==> config.mk <==
export PLATFORM = sky130hd
export DESIGN_NAME = hiic_host_port
export DESIGN_NICKNAME = d
export VERILOG_FILES = /design/src/verilog/hiic_pkg.sv /design/src/verilog/hiic_host_if.sv /design/src/verilog/hiic_host_port.sv /design/src/verilog/hiic_pin_front.sv
export SDC_FILE = /design/constraint.sdc
export NUM_CORES = 1
export LEC_CHECK = 0
export ABC_AREA = 1
export ABC_CLOCK_PERIOD_IN_PS = 2600
export BUFFER_PORTS_ARGS = -buffer_cell sky130_fd_sc_hd__buf_2
export CAP_MARGIN = 20
export CORE_ASPECT_RATIO = 0.75
export CORE_MARGIN = 8
export CORE_UTILIZATION = 54
export CTS_BUF_LIST = sky130_fd_sc_hd__clkbuf_16
export DETAILED_ROUTE_END_ITERATION = 8
export HOLD_SLACK_MARGIN = 0.02
export PLACE_DENSITY = 0.84
export SLEW_MARGIN = 40
export SYNTH_ARGS = -nofsm -noshare
export SYNTH_HDL_FRONTEND = slang
export SYNTH_SLANG_ARGS = --single-unit
==> constraint.sdc <==
create_clock -name pclk -period 2.6 [get_ports pclk]
set_input_delay 0.26 -clock pclk [delete_from_list [all_inputs] [get_ports pclk]]
set_output_delay 0.26 -clock pclk [all_outputs]
set_load 0.1 [all_outputs]
==> src/verilog/hiic_pkg.sv <==
// Constants shared by the host interface and interrupt control block.
// Assumes one 100 MHz clock (pclk) and an active-low asynchronous reset.
package hiic_pkg;

    // APB byte offsets
    localparam logic [7:0]  APB_IRQ_CFG  = 8'h00;
    localparam logic [7:0]  APB_WARM     = 8'h04;
    localparam logic [7:0]  APB_DMA      = 8'h08;
    localparam logic [7:0]  APB_STAT     = 8'h0C;

    // Host window word addresses (address bits 16:1, A0 ignored)
    localparam logic [15:0] HOST_STAT_CMD = 16'hF807;
    localparam logic [15:0] HOST_DEV_CTRL = 16'hF80E;

    // Field positions
    localparam int STAT_BUSY_BIT = 7;
    localparam int STAT_DRQ_BIT  = 3;
    localparam int CTRL_IDIS_BIT = 1;
    localparam int CTRL_SOFTWARE_RESET_BIT_BIT = 2;
    localparam int CFG_POL_BIT   = 0;
    localparam int CFG_EDGE_BIT  = 1;
    localparam int CFG_LOCK_BIT  = 8;
    localparam int WARM_MUX_BIT  = 0;
    localparam int WARM_IEN_BIT  = 1;
    localparam int DMA_EN_BIT    = 0;
    localparam int DMA_EDGE_BIT  = 1;

    // Values after reset
    localparam logic [1:0]  IRQ_CFG_RST  = 2'h0;
    localparam logic [1:0]  WARM_RST     = 2'h0;
    localparam logic [1:0]  DMA_RST      = 2'h0;
    localparam logic        IDIS_RST     = 1'b0;
    // Pin synchroniser: avd, ce, oe, we, warm all idle high; lock, addr, data low
    localparam logic [38:0] SYNC_RST     = {6'h3E, 33'h000000000};

endpackage : hiic_pkg
==> src/verilog/hiic_host_if.sv <==
// Carrier between the pin front end and the interrupt/register core.
// Assumes both ends run on pclk.
`timescale 1ns/1ps
interface hiic_host_if;
    logic        mux_mode;
    logic        rd_strobe;
    logic        rd_active;
    logic        wr_strobe;
    logic [15:0] wr_data;
    logic [16:0] acc_addr;
    logic        warm_rst;
    logic        lock_level;
    logic        warm_mux;

    modport front (output mux_mode, rd_strobe, rd_active, wr_strobe, wr_data,
                   acc_addr, warm_rst, lock_level, input warm_mux);
    modport core  (input mux_mode, rd_strobe, rd_active, wr_strobe, wr_data,
                   acc_addr, warm_rst, lock_level, output warm_mux);
endinterface : hiic_host_if

==> src/verilog/hiic_host_port.sv <==
// Host interface and interrupt control: pin bus registers, interrupt
// pending logic, DMA request, busy and lock outputs, APB configuration.
// Assumes core events arrive as one-cycle pulses on pclk.
//
// Operation
// - A falling address-valid strobe switches the port into multiplexed mode.
// - In multiplexed mode the sixteen data lines also carry address bits 15:0; A16 stays on its own pin.
// - Interrupt output drives only while the interrupt-disable bit is clear.
// - Interrupt polarity and edge mode come from write-once format configuration.
// - Block operation completion makes an interrupt pending.
// - Each read block ready makes an interrupt pending.
// - Each write block acceptance raises an interrupt, except the first block.
// - Reading status while busy is clear ends the pending state.
// - Writing command with busy and data-request clear ends the pending state.
// - Setting software reset clears any pending interrupt.
// - Warm reset resets only the host interface.
// - Warm reset loads a state chosen by the warm boot register.
// - Lock low refuses protection keys, lock high allows them.
// - Busy output stays active until the device is ready for access.
// - DMA request output paces multi-block DMA transfers.
// - Standard bus uses a window, sixteen data lines and separate strobes.
// - Edge DMA mode pulses once per block, level mode follows data readiness.
`timescale 1ns/1ps
module hiic_host_port (
    // Clock and reset
    input  wire logic        pclk,
    input  wire logic        presetn,
    // APB slave
    input  wire logic        psel,
    input  wire logic        penable,
    input  wire logic        pwrite,
    input  wire logic [7:0]  paddr,
    input  wire logic [31:0] pwdata,
    output logic      [31:0] prdata,
    output logic             pready,
    output logic             pslverr,
    // Host bus pins
    input  wire logic        address_valid_strobe_n,
    input  wire logic        chip_enable_n,
    input  wire logic        output_enable_n,
    input  wire logic        write_enable_n,
    input  wire logic [16:0] addr_in,
    input  wire logic [15:0] data_in,
    output logic      [15:0] data_out,
    output logic             data_oe,
    output logic             busy_n,
    output logic             irq_out,
    output logic             dma_request_n,
    // Configuration pins
    input  wire logic        warm_reset_n,
    input  wire logic        lock_in,
    input  wire logic        chip_identity_select,
    // Device core side
    input  wire logic        core_ready,
    input  wire logic        core_busy,
    input  wire logic        core_drq,
    input  wire logic        evt_op_done,
    input  wire logic        evt_rd_block,
    input  wire logic        evt_wr_block,
    output logic             cmd_valid,
    output logic      [7:0]  cmd_code,
    output logic             soft_reset,
    output logic             key_use_allowed,
    output logic             identity_sel
);

    hiic_host_if hb ();

    hiic_pin_front u_front (
        .pclk                   (pclk),
        .presetn                (presetn),
        .address_valid_strobe_n (address_valid_strobe_n),
        .chip_enable_n          (chip_enable_n),
        .output_enable_n        (output_enable_n),
        .write_enable_n         (write_enable_n),
        .addr_in                (addr_in),
        .data_in                (data_in),
        .warm_reset_n           (warm_reset_n),
        .lock_in                (lock_in),
        .hb                     (hb)
    );

    ////////////////////////////////////////////////////////////////////////
    // State

    logic [1:0]  irq_cfg_reg;
    logic        cfg_locked_reg;
    logic [1:0]  warm_reg;
    logic [1:0]  dma_cfg_reg;
    logic        idis_reg;
    logic        pending_reg;
    logic        pending_next;
    logic        pend_prev_reg;
    logic        wr_first_reg;
    logic        irq_reg;
    logic        dma_n_reg;
    logic        busy_n_reg;
    logic [15:0] dout_reg;
    logic        doe_reg;
    logic        cmd_valid_reg;
    logic [7:0]  cmd_code_reg;
    logic        software_reset_bit_reg;
    logic        key_reg;
    logic        id_s1_reg;
    logic        id_s2_reg;
    logic        id_reg;
    logic [31:0] prdata_reg;
    logic        pslverr_reg;

    ////////////////////////////////////////////////////////////////////////
    // Decoding

    // A0 never takes part in the match
    wire         hit_stat  = hb.acc_addr[16:1] == hiic_pkg::HOST_STAT_CMD;
    wire         hit_ctrl  = hb.acc_addr[16:1] == hiic_pkg::HOST_DEV_CTRL;
    wire         stat_rd   = hb.rd_strobe & hit_stat;
    wire         cmd_wr    = hb.wr_strobe & hit_stat;
    wire         ctrl_wr   = hb.wr_strobe & hit_ctrl;
    wire         software_reset_bit_set  = ctrl_wr & hb.wr_data[hiic_pkg::CTRL_SOFTWARE_RESET_BIT_BIT];
    wire  [15:0] stat_word = {8'h00, core_busy, 3'h0, core_drq, 3'h0};
    wire  [15:0] ctrl_word = {13'h0000, software_reset_bit_reg, idis_reg, 1'b0};
    wire  [15:0] rd_word   = hit_stat ? stat_word : (hit_ctrl ? ctrl_word : 16'h0000);

    wire         apb_acc   = psel & penable;
    wire         apb_wr    = apb_acc & pwrite;
    wire         wr_cfg    = apb_wr & (paddr == hiic_pkg::APB_IRQ_CFG);
    wire         wr_warm   = apb_wr & (paddr == hiic_pkg::APB_WARM);
    wire         wr_dma    = apb_wr & (paddr == hiic_pkg::APB_DMA);
    wire         mapped    = (paddr == hiic_pkg::APB_IRQ_CFG) | (paddr == hiic_pkg::APB_WARM) |
                             (paddr == hiic_pkg::APB_DMA) | (paddr == hiic_pkg::APB_STAT);
    wire  [31:0] stat_apb  = {26'h0000000, hb.lock_level, hb.mux_mode, core_drq,
                              core_busy, idis_reg, pending_reg};
    wire  [31:0] apb_word  = (paddr == hiic_pkg::APB_IRQ_CFG) ?
                                 {23'h000000, cfg_locked_reg, 6'h00, irq_cfg_reg} :
                             (paddr == hiic_pkg::APB_WARM) ? {30'h00000000, warm_reg} :
                             (paddr == hiic_pkg::APB_DMA)  ? {30'h00000000, dma_cfg_reg} :
                             (paddr == hiic_pkg::APB_STAT) ? stat_apb : 32'h00000000;

    ////////////////////////////////////////////////////////////////////////
    // Interrupt pending

    wire         wr_raise  = evt_wr_block & ~wr_first_reg;
    wire         raise     = evt_op_done | evt_rd_block | wr_raise;
    wire         clr_stat  = stat_rd & ~core_busy;
    wire         clr_cmd   = cmd_wr & ~core_busy & ~core_drq;
    wire         clear     = clr_stat | clr_cmd | software_reset_bit_set | hb.warm_rst;

    // A raise in the clearing cycle survives the clear
    assign pending_next = raise | (pending_reg & ~clear);

    wire         irq_edge  = irq_cfg_reg[hiic_pkg::CFG_EDGE_BIT];
    wire         irq_pol   = irq_cfg_reg[hiic_pkg::CFG_POL_BIT];
    wire         irq_src   = irq_edge ? (pending_reg & ~pend_prev_reg) : pending_reg;
    wire         irq_act   = irq_src & ~idis_reg;
    wire         idis_next = hb.warm_rst ? ~warm_reg[hiic_pkg::WARM_IEN_BIT] :
                             (ctrl_wr ? hb.wr_data[hiic_pkg::CTRL_IDIS_BIT] : idis_reg);

    wire         dma_edge  = dma_cfg_reg[hiic_pkg::DMA_EDGE_BIT];
    wire         dma_act   = dma_cfg_reg[hiic_pkg::DMA_EN_BIT] &
                             (dma_edge ? (evt_rd_block | evt_wr_block) : core_drq);

    assign hb.warm_mux = warm_reg[hiic_pkg::WARM_MUX_BIT];

    always_ff @(posedge pclk or negedge presetn) begin
        if (!presetn) begin
            pending_reg   <= 1'b0;
            pend_prev_reg <= 1'b0;
            wr_first_reg  <= 1'b1;
            idis_reg      <= hiic_pkg::IDIS_RST;
        end else begin
            pending_reg   <= pending_next;
            pend_prev_reg <= pending_reg;
            idis_reg      <= idis_next;
            if (cmd_wr) begin
                wr_first_reg <= 1'b1;
            end else if (evt_wr_block) begin
                wr_first_reg <= 1'b0;
            end
        end
    end

    ////////////////////////////////////////////////////////////////////////
    // Pin outputs

    always_ff @(posedge pclk or negedge presetn) begin
        if (!presetn) begin
            irq_reg    <= 1'b1;
            dma_n_reg  <= 1'b1;
            busy_n_reg <= 1'b0;
            key_reg    <= 1'b0;
        end else begin
            irq_reg    <= irq_act ~^ irq_pol;
            dma_n_reg  <= ~dma_act;
            busy_n_reg <= core_ready & ~hb.warm_rst;
            key_reg    <= hb.lock_level;
        end
    end

    always_ff @(posedge pclk or negedge presetn) begin
        if (!presetn) begin
            dout_reg      <= 16'h0000;
            doe_reg       <= 1'b0;
            cmd_valid_reg <= 1'b0;
            cmd_code_reg  <= 8'h00;
            software_reset_bit_reg      <= 1'b0;
        end else begin
            doe_reg       <= hb.rd_active & (hit_stat | hit_ctrl);
            cmd_valid_reg <= cmd_wr;
            software_reset_bit_reg      <= ctrl_wr ? hb.wr_data[hiic_pkg::CTRL_SOFTWARE_RESET_BIT_BIT] :
                             (software_reset_bit_reg & ~hb.warm_rst);
            if (hb.rd_strobe) begin
                dout_reg <= rd_word;
            end
            if (cmd_wr) begin
                cmd_code_reg <= hb.wr_data[7:0];
            end
        end
    end

    // Identity strap is a slow pin; synchronise before use
    always_ff @(posedge pclk or negedge presetn) begin
        if (!presetn) begin
            id_s1_reg <= 1'b0;
            id_s2_reg <= 1'b0;
            id_reg    <= 1'b0;
        end else begin
            id_s1_reg <= chip_identity_select;
            id_s2_reg <= id_s1_reg;
            id_reg    <= id_s2_reg;
        end
    end

    ////////////////////////////////////////////////////////////////////////
    // APB configuration registers

    always_ff @(posedge pclk or negedge presetn) begin
        if (!presetn) begin
            irq_cfg_reg    <= hiic_pkg::IRQ_CFG_RST;
            cfg_locked_reg <= 1'b0;
            warm_reg       <= hiic_pkg::WARM_RST;
            dma_cfg_reg    <= hiic_pkg::DMA_RST;
            prdata_reg     <= 32'h00000000;
            pslverr_reg    <= 1'b0;
        end else begin
            // Format-time setting: only the first write after power-up lands
            if (wr_cfg && !cfg_locked_reg) begin
                irq_cfg_reg    <= pwdata[1:0];
                cfg_locked_reg <= 1'b1;
            end
            if (wr_warm) begin
                warm_reg <= pwdata[1:0];
            end
            if (wr_dma) begin
                dma_cfg_reg <= pwdata[1:0];
            end
            prdata_reg  <= (psel && !penable && !pwrite) ? apb_word : prdata_reg;
            pslverr_reg <= psel & ~penable & ~mapped;
        end
    end

    assign prdata          = prdata_reg;
    assign pready          = 1'b1;
    // Flag is raised at the setup edge and dropped at the access edge, so it stands for the access phase only
    assign pslverr         = pslverr_reg;
    assign data_out        = dout_reg;
    assign data_oe         = doe_reg;
    assign busy_n          = busy_n_reg;
    assign irq_out         = irq_reg;
    assign dma_request_n   = dma_n_reg;
    assign cmd_valid       = cmd_valid_reg;
    assign cmd_code        = cmd_code_reg;
    assign soft_reset      = software_reset_bit_reg;
    assign key_use_allowed = key_reg;
    assign identity_sel    = id_reg;
endmodule : hiic_host_port

==> src/verilog/hiic_pin_front.sv <==
// Host pin front end: synchronises the bus pins and finds host accesses.
// Assumes pins are asynchronous to pclk and held long enough to be sampled.
`timescale 1ns/1ps
module hiic_pin_front (
    // Clock and reset
    input  wire logic        pclk,
    input  wire logic        presetn,
    // Host bus pins
    input  wire logic        address_valid_strobe_n,
    input  wire logic        chip_enable_n,
    input  wire logic        output_enable_n,
    input  wire logic        write_enable_n,
    input  wire logic [16:0] addr_in,
    input  wire logic [15:0] data_in,
    // Configuration pins
    input  wire logic        warm_reset_n,
    input  wire logic        lock_in,
    // Toward the core
    hiic_host_if.front       hb
);

    logic [38:0] raw;
    logic [38:0] s1_reg;
    logic [38:0] s2_reg;
    logic        avd_prev_reg;
    logic        rd_prev_reg;
    logic        we_prev_reg;
    logic        mux_mode_reg;
    logic        mux_next;
    logic [16:0] mux_addr_reg;

    wire         avd_s  = s2_reg[38];
    wire         ce_s   = s2_reg[37];
    wire         oe_s   = s2_reg[36];
    wire         we_s   = s2_reg[35];
    wire         warm_s = s2_reg[34];
    wire         lock_s = s2_reg[33];
    wire  [16:0] addr_s = s2_reg[32:16];
    wire  [15:0] data_s = s2_reg[15:0];
    wire         rd_act = ~ce_s & ~oe_s;
    wire         avd_fall = avd_prev_reg & ~avd_s;

    assign raw = {address_valid_strobe_n, chip_enable_n, output_enable_n,
                  write_enable_n, warm_reset_n, lock_in, addr_in, data_in};

    ////////////////////////////////////////////////////////////////////////
    // Two-stage synchroniser; only the second stage is looked at

    always_ff @(posedge pclk or negedge presetn) begin
        if (!presetn) begin
            s1_reg <= hiic_pkg::SYNC_RST;
            s2_reg <= hiic_pkg::SYNC_RST;
        end else begin
            s1_reg <= raw;
            s2_reg <= s1_reg;
        end
    end

    ////////////////////////////////////////////////////////////////////////
    // Bus mode and address capture

    // Warm reset puts the mode where the warm boot setting says
    assign mux_next = !warm_s ? hb.warm_mux :
                      (avd_fall ? 1'b1 : mux_mode_reg);

    always_ff @(posedge pclk or negedge presetn) begin
        if (!presetn) begin
            avd_prev_reg <= 1'b1;
            rd_prev_reg  <= 1'b0;
            we_prev_reg  <= 1'b1;
            mux_mode_reg <= 1'b0;
            mux_addr_reg <= 17'h00000;
        end else begin
            avd_prev_reg <= avd_s;
            rd_prev_reg  <= rd_act;
            we_prev_reg  <= we_s;
            mux_mode_reg <= mux_next;
            if (!avd_s) begin
                mux_addr_reg <= {addr_s[16], data_s};
            end
        end
    end

    assign hb.mux_mode   = mux_mode_reg;
    assign hb.acc_addr   = mux_mode_reg ? mux_addr_reg : addr_s;
    assign hb.rd_strobe  = rd_act & ~rd_prev_reg & warm_s;
    // In multiplexed mode data lines carry the address while avd is low, so never drive then
    assign hb.rd_active  = rd_act & (avd_s | ~mux_mode_reg);
    assign hb.wr_strobe  = we_s & ~we_prev_reg & ~ce_s & warm_s;
    assign hb.wr_data    = data_s;
    assign hb.warm_rst   = ~warm_s;
    assign hb.lock_level = lock_s;
endmodule : hiic_pin_front

==> flow_summary_export.csv, run 1 <==
group,metric,value,unit
cts,clock_latency,400,ps
drt,wl_per_cell,14.18,um
die,core-area,8896,um^2
drt,drt-pass1-iter-count,4,
die,ios,157,
cells_and_area,area_growth,28.10,%
die,die-area,12290,um^2
pwr,finalPower,0.004892,W
cts,cts_tree,"yes",
cts,htreeDepth,4,
pwr,pwr-share-seq,46.7,%
cells_and_area,layout-drive-gt1-share,25.95,%
logic_synthesis,synthTopCellsByArea,"dfrtp_1 (63%), dfstp_2 (8.1%), nand2_1 (8.1%), buf_4 (5.9%), inv_1 (3.3%)",
logic_synthesis,yosysWarnings,0,
logic_synthesis,synth_area,4845,um^2
grt,grtUsageTotal,17.16,%
logic_synthesis,synth.most_common_cell,"dfrtp_1",
grt,antenna_found_initial,0,
drt,routed_wl,9786,um
worst_setup_path,slowest_stage,"dfrtp_1",
die,initial_core_util,54.46,%
sta,period_share,67.55,%
sta,finalSetupTns,0,ps
sta,fmax,569.3,MHz
die,chipHeight,98.03,um
cells_and_area,n_fill_cell,601,
worst_setup_path,cp-end-kind,"register",
logic_synthesis,yosys.area.top_type,"dfrtp_1",
pwr,p_clk_share,42.6,%
sta,slew_headroom,65.21,%
cells_and_area,layout.nets,656,
die,rows,30,
status,status,"completed",
pwr,switching_power,0.001331,W
grt,grt_pass1_wl,16550,um
grt,use_met1,18.22,%
sta,final_max_slew_viol_count,0,
sta,final-hold-violation-count,0,
sta,rsz0062_at_grt,"no",
worst_setup_path,cp-start-kind,"register",
pwr,ir_drop,0.0005771,V
cells_and_area,final_cell_area,6206,um^2
drt,drt-vias-per-instance,4.649,
grt,use_met3,7.349,%
worst_setup_path,r2r_setup_slack,840,ps
logic_synthesis,yosysUniqueCellTypes,28,
drt,vias,3208,
worst_setup_path,worstSetupPathType,"register to register",
logic_synthesis,ys_async_sr_fraction,100.0,%
logic_synthesis,synth_edf_count,0,
cells_and_area,fin_cells,690,
pwr,internal-power,0.003561,W
grt,grt_max_degree,64,
grt,overflow,0,
logic_synthesis,synth_top_area_share,63.02,%
logic_synthesis,yosys_most_used_dff,"dfrtp_1",
cts,cts_made_buffers,17,
worst_setup_path,cp.arrival,2050,ps
logic_synthesis,syn_inst,424,
hold_path,hp-class,"input pin to register",
placed_design,gp_congestion,0.7863,
placed_design,dpl-instance-area,5276,um^2
flow_run,cap_viol_max_count,0,
cts,cts_root_buf,"clkbuf_16",
drt,antenna_left,0,
pwr,swShare,27.20,%
drt,drt-initial-drc-count,163,
worst_setup_path,cp_max_fo,17,
grt,gr-usage-met2,29.15,%
grt,grt_pass1_vias,3484,
sta,tightest_slew,517.1,ps
pwr,combPwrFrac,10.6,%
sta,finalSetupViolCount,0,
cts,clkTransAtPathRegs,60,ps
worst_setup_path,crit_path_max_incr_delay,460,ps
sta,min_period,1756,ps
worst_setup_path,required,2890,ps
logic_synthesis,ys_seq_elements,137,
logic_synthesis,synth_area_per_cell,11.43,um^2
placed_design,dp_cells,618,
worst_setup_path,path_cells,"inv_2 -> nand3_1 -> nand2_1 -> nand3_1 -> nor2_4 -> nand3_4 -> nand2_1 -> o21ai_2",
placed_design,port_buffers,87,
pwr,power_per_cell_area,788.3,nW/um^2
sta,fin_skew,8.356,ps
logic_synthesis,synth_seq_area_share,71.15,%
die,die_w,125.4,um
pwr,p_leak,3.187,nW
drt,drc,0,
grt,grt.busiest_layer,"met2",
cells_and_area,antenna_cells,0,
cts,cts_sinks,137,
cts,clockBufferDepth,2,
placed_design,dp_hpwl,6438,um
logic_synthesis,synth_commonest_cells,"dfrtp_1 (122), nand2_1 (104), inv_1 (43)",
==> cells in the final DEF (no fill, tap or decap), types with 2 or more instances in the layout <==
cell	n
inv_1	45
nor4_1	2
buf_2	86
o21ai_1	3
a21oi_1	3
inv_6	4
dlygate4sd3_1	40
o21ai_0	28
o21ai_2	7
conb_1	38
clkbuf_16	17
nand3_1	14
clkinvlp_4	5
nand2_1	104
clkinv_2	3
nand4_1	3
nor2_1	21
dfstp_2	15
nand2_2	2
dfrtp_1	122
inv_2	3
==> per-stage QoR <==
step,utilization [%],hold slack [ps],setup WS [ps]
finish,69.76,40.67,843.6
global placement,59.31,183.8,910.1
detailed placement,59.31,186.3,864.9
global route,69.76,42.65,633.1
CTS,69.76,29.76,819.9
floorplan,-,-35.59,1086
==> area by class of cell <==
cell class	instances	area [um^2]	area share, %
clock inverters	15	103.9	1.673
repair buffers	129	869.6	14.01
flip-flops and latches	137	3447	55.54
multi-input cells	234	1047	16.87
inverters	46	172.7	2.782
clock buffers	17	425.4	6.855
well taps	112	140.1	2.258
==> what timing repair did <==
item                                    CTS  global route
buffers inserted                          0             0
hold buffers                             40             0
resized for setup                         0             0
endpoints found under the hold margin    73             0
endpoints found under the setup margin    0             0
==> power groups by stage <==
stage / clock network (W) / registers (W) / logic (W)
after floorplan: 0 / 0.00235 / 0.000356
after global placement: 0 / 0.00231 / 0.000459
after detailed placement: 0 / 0.00232 / 0.000469
after CTS: 0.00212 / 0.00229 / 0.000518
after global routing: 0.00223 / 0.00229 / 0.000559
final: 0.00209 / 0.00229 / 0.000520
==> final timing paths <==
path                                                  from                            to  cells after the start
setup / recovery           u_front.hb.mux_mode$_DFFE_PN0P_       cmd_code[2]$_DFFE_PN0P_                      8
hold / removal                                  core_ready              busy_n$_DFF_PN0_                      3
setup reg to reg           u_front.hb.mux_mode$_DFFE_PN0P_       cmd_code[2]$_DFFE_PN0P_                      8
hold reg to reg               u_front.s1_reg[21]$_DFF_PN0_  u_front.s2_reg[21]$_DFF_PN0_                      0
max in group asynchronous                          presetn  u_front.s2_reg[25]$_DFF_PN0_                      3
min in group asynchronous                          presetn             pslverr$_DFF_PN0_                      2
==> cell families (layout without fill, tap and decap cells) <==
family                 count (synthesis)  in the layout  share of synthesized area, %
AO/OA/AOI/OAI                         44             44                         5.217
buffers and inverters                 89            207                         10.02
AND/OR/NAND/NOR                      151            151                         13.27
other                                  2             38                        0.1550
flip-flops                           137            137                         71.15
XOR/XNOR                               1              1                        0.1808
==> critical path: cells and delay by family, from the launching register on <==
family	cells	cell delay, ps
flip-flops	1	460
buffers and inverters	1	180
AO/OA/AOI/OAI	1	70
AND/OR/NAND/NOR	6	940
==> per-layer routing <==
layer | wire length (um) | vias to the layer above
met5 | 0 | -
met4 | 218 | 0
met3 | 835 | 23
met2 | 4947 | 126
met1 | 3784 | 1537
li1 | - | 1522
(Power assumes the default switching activity.)
==> inputs of run 2 (changes only) <==
ABC_CLOCK_PERIOD_IN_PS = 1830   (was 2600)
CORE_UTILIZATION = 50   (was 54)
PLACE_DENSITY = 0.79   (was 0.84)
clock period = 1.83 ns   (was 2.6 ns; I/O delays follow)
==> run 2 against run 1 <==
Wire length is 2.6% lower; count of clock-buffer cells in the layout stayed put; largest cell class unchanged; sequential power is 41% higher; largest power group is now the clock network; highest routed layer unchanged.
==> flow_summary_export.csv, run 2 (synthesis gave the netlist of run 1 again) <==
group,metric,value,unit
die,ios,157,
worst_setup_path,r2r-start,"u_front.hb.mux_mode$_DFFE_PN0P_",
worst_setup_path,cp-end-kind,"register",
worst_setup_path,cp_max_fo,17,
sta,tightest_slew,518.6,ps
pwr,p_leak,3.277,nW
pwr,ir_drop,0.0007184,V
cells_and_area,antenna_cells,0,
drt,drt-pass1-iter-count,6,
grt,grtUsageTotal,15.56,%
drt,vias,3211,
pwr,power_per_cell_area,1169,nW/um^2
sta,finalSetupViolCount,0,
cells_and_area,layout_commonest_cell,"dfrtp_1",
drt,antenna_left,0,
placed_design,port_buffers,87,
cts,cts_made_buffers,17,
pwr,internal-power,0.005522,W
grt,grt_max_degree,49,
cts,clkTransAtPathRegs,60,ps
hold_path,hp-start,"evt_rd_block",
drt,drt-vias-per-instance,4.466,
cells_and_area,final_cell_area,6410,um^2
cells_and_area,layout_common_cells,"dfrtp_1 (121), nand2_1 (104), buf_2 (86), dlygate4sd3_1 (45), inv_1 (43)",
cells_and_area,layout-drive-gt1-share,26.41,%
sta,min_period,1605,ps
sta,period_share,87.68,%
worst_setup_path,startpoint,"u_front.hb.mux_mode$_DFFE_PN0P_",
drt,drc,0,
drt,wl_per_cell,13.26,um
die,chipHeight,101.2,um
die,core-area,9542,um^2
flow_run,cap_viol_max_count,0,
die,rows,31,
cts,cts_setup_buffers,0,
worst_setup_path,cp.arrival,1910,ps
sta,rsz0062_at_grt,"no",
worst_setup_path,r2r-end,"cmd_code[1]$_DFFE_PN0P_",
pwr,combPwrFrac,10.1,%
worst_setup_path,critPathCapture,"cmd_code[1]$_DFFE_PN0P_",
grt,grt_pass1_wl,15490,um
sta,finalSetupTns,0,ps
die,die-area,13130,um^2
grt,antenna_found_initial,0,
cells_and_area,fin_cells,719,
sta,fin_skew,6.015,ps
worst_setup_path,cp-start-kind,"register",
die,initial_core_util,50.77,%
sta,fmax,623.2,MHz
pwr,switching_power,0.001974,W
placed_design,dp_hpwl,6520,um
status,status,"completed",
worst_setup_path,r2r_setup_slack,230,ps
placed_design,gp_congestion,0.8481,
hold_path,hold_depth,4,
cts,htreeDepth,4,
pwr,pwr-share-seq,43.2,%
cells_and_area,area_growth,32.31,%
hold_path,hp-class,"input pin to register",
cts,cts_root_buf,"clkbuf_16",
cts,clockBufferDepth,2,
pwr,p_clk_share,46.7,%
grt,overflow,0,
cells_and_area,finish.utilization,67.18,%
placed_design,dp_cells,642,
cells_and_area,layout.nets,665,
drt,drt-initial-drc-count,174,
pwr,swShare,26.33,%
worst_setup_path,worst_r2r_path_depth,8,
sta,final_max_slew_viol_count,0,
grt,grt_pass1_vias,3284,
worst_setup_path,required,2130,ps
drt,routed_wl,9535,um
worst_setup_path,worstSetupPathType,"register to register",
placed_design,dpl-instance-area,5344,um^2
cts,cts_tree,"yes",
sta,slew_headroom,65.66,%
die,die_w,129.7,um
sta,final-hold-violation-count,0,
cts,clock_latency,410,ps
cts,cts_sinks,137,
pwr,finalPower,0.007496,W
[run 2: repair_timing]
item / CTS / global route
gates resized for setup: 0 / 1
endpoints found under the hold margin: 79 / 0
endpoints found under the setup margin: 0 / 2
hold buffers: 45 / 0
[run 2: how the worst min path moves through the flow]
stage	to	slack, ps
3_5_place_dp	prdata[0]$_DFFE_PN0P_	140
3_3_place_gp	pslverr$_DFF_PN0_	130
2_1_floorplan	busy_n$_DFF_PN0_	-110
6_report	dma_request_n$_DFF_PN1_	40
5_1_grt	dma_request_n$_DFF_PN1_	50
4_1_cts	dma_request_n$_DFF_PN1_	30
[run 2: layer usage]
metal	global-route usage (%)	wire length, um	share of wire [%]
met1	19.09	4007	42
met2	24.39	4539	48
met3	5.523	882	9.3
met4	7.117	106	1.1
met5	0	0	0
[run 2: worst max-delay path: stages, from the launching register on]
cell and delay [ps]:
dfrtp_2 460, inv_2 140, nand3_1 80, nand2_1 80
nand3_1 110, nor2_4 180, nand3_4 220, nand2_1 150
o21ai_2 60
[run 2: layout make-up]
cell class                 count  area [um^2]
inverter                      46        172.7
multi-input combinational    234         1047
timing repair buffer         138        962.2
clock inverter                15        188.9
sequential                   137         3448
fill                         691         3132
tap                          132        165.2
clock buffer                  17        425.4
[run 2: power by group through the flow]
stage | sequential (W) | combinational (W) | clock (W)
after floorplan | 0.00333 | 0.000505 | 0
after global placement | 0.00328 | 0.000670 | 0
after detailed placement | 0.00329 | 0.000681 | 0
after CTS | 0.00324 | 0.000756 | 0.00357
after global routing | 0.00325 | 0.000814 | 0.00370
final | 0.00324 | 0.000757 | 0.00350
[run 2: metrics by stage]
stage	hold WS, ps	setup WS (ps)
after floorplan	-112.6	316.3
after global routing	48.92	26.41
final	39.46	225.4
after global placement	132.3	195.9
after CTS	31.88	165.0
after detailed placement	141.9	184.2
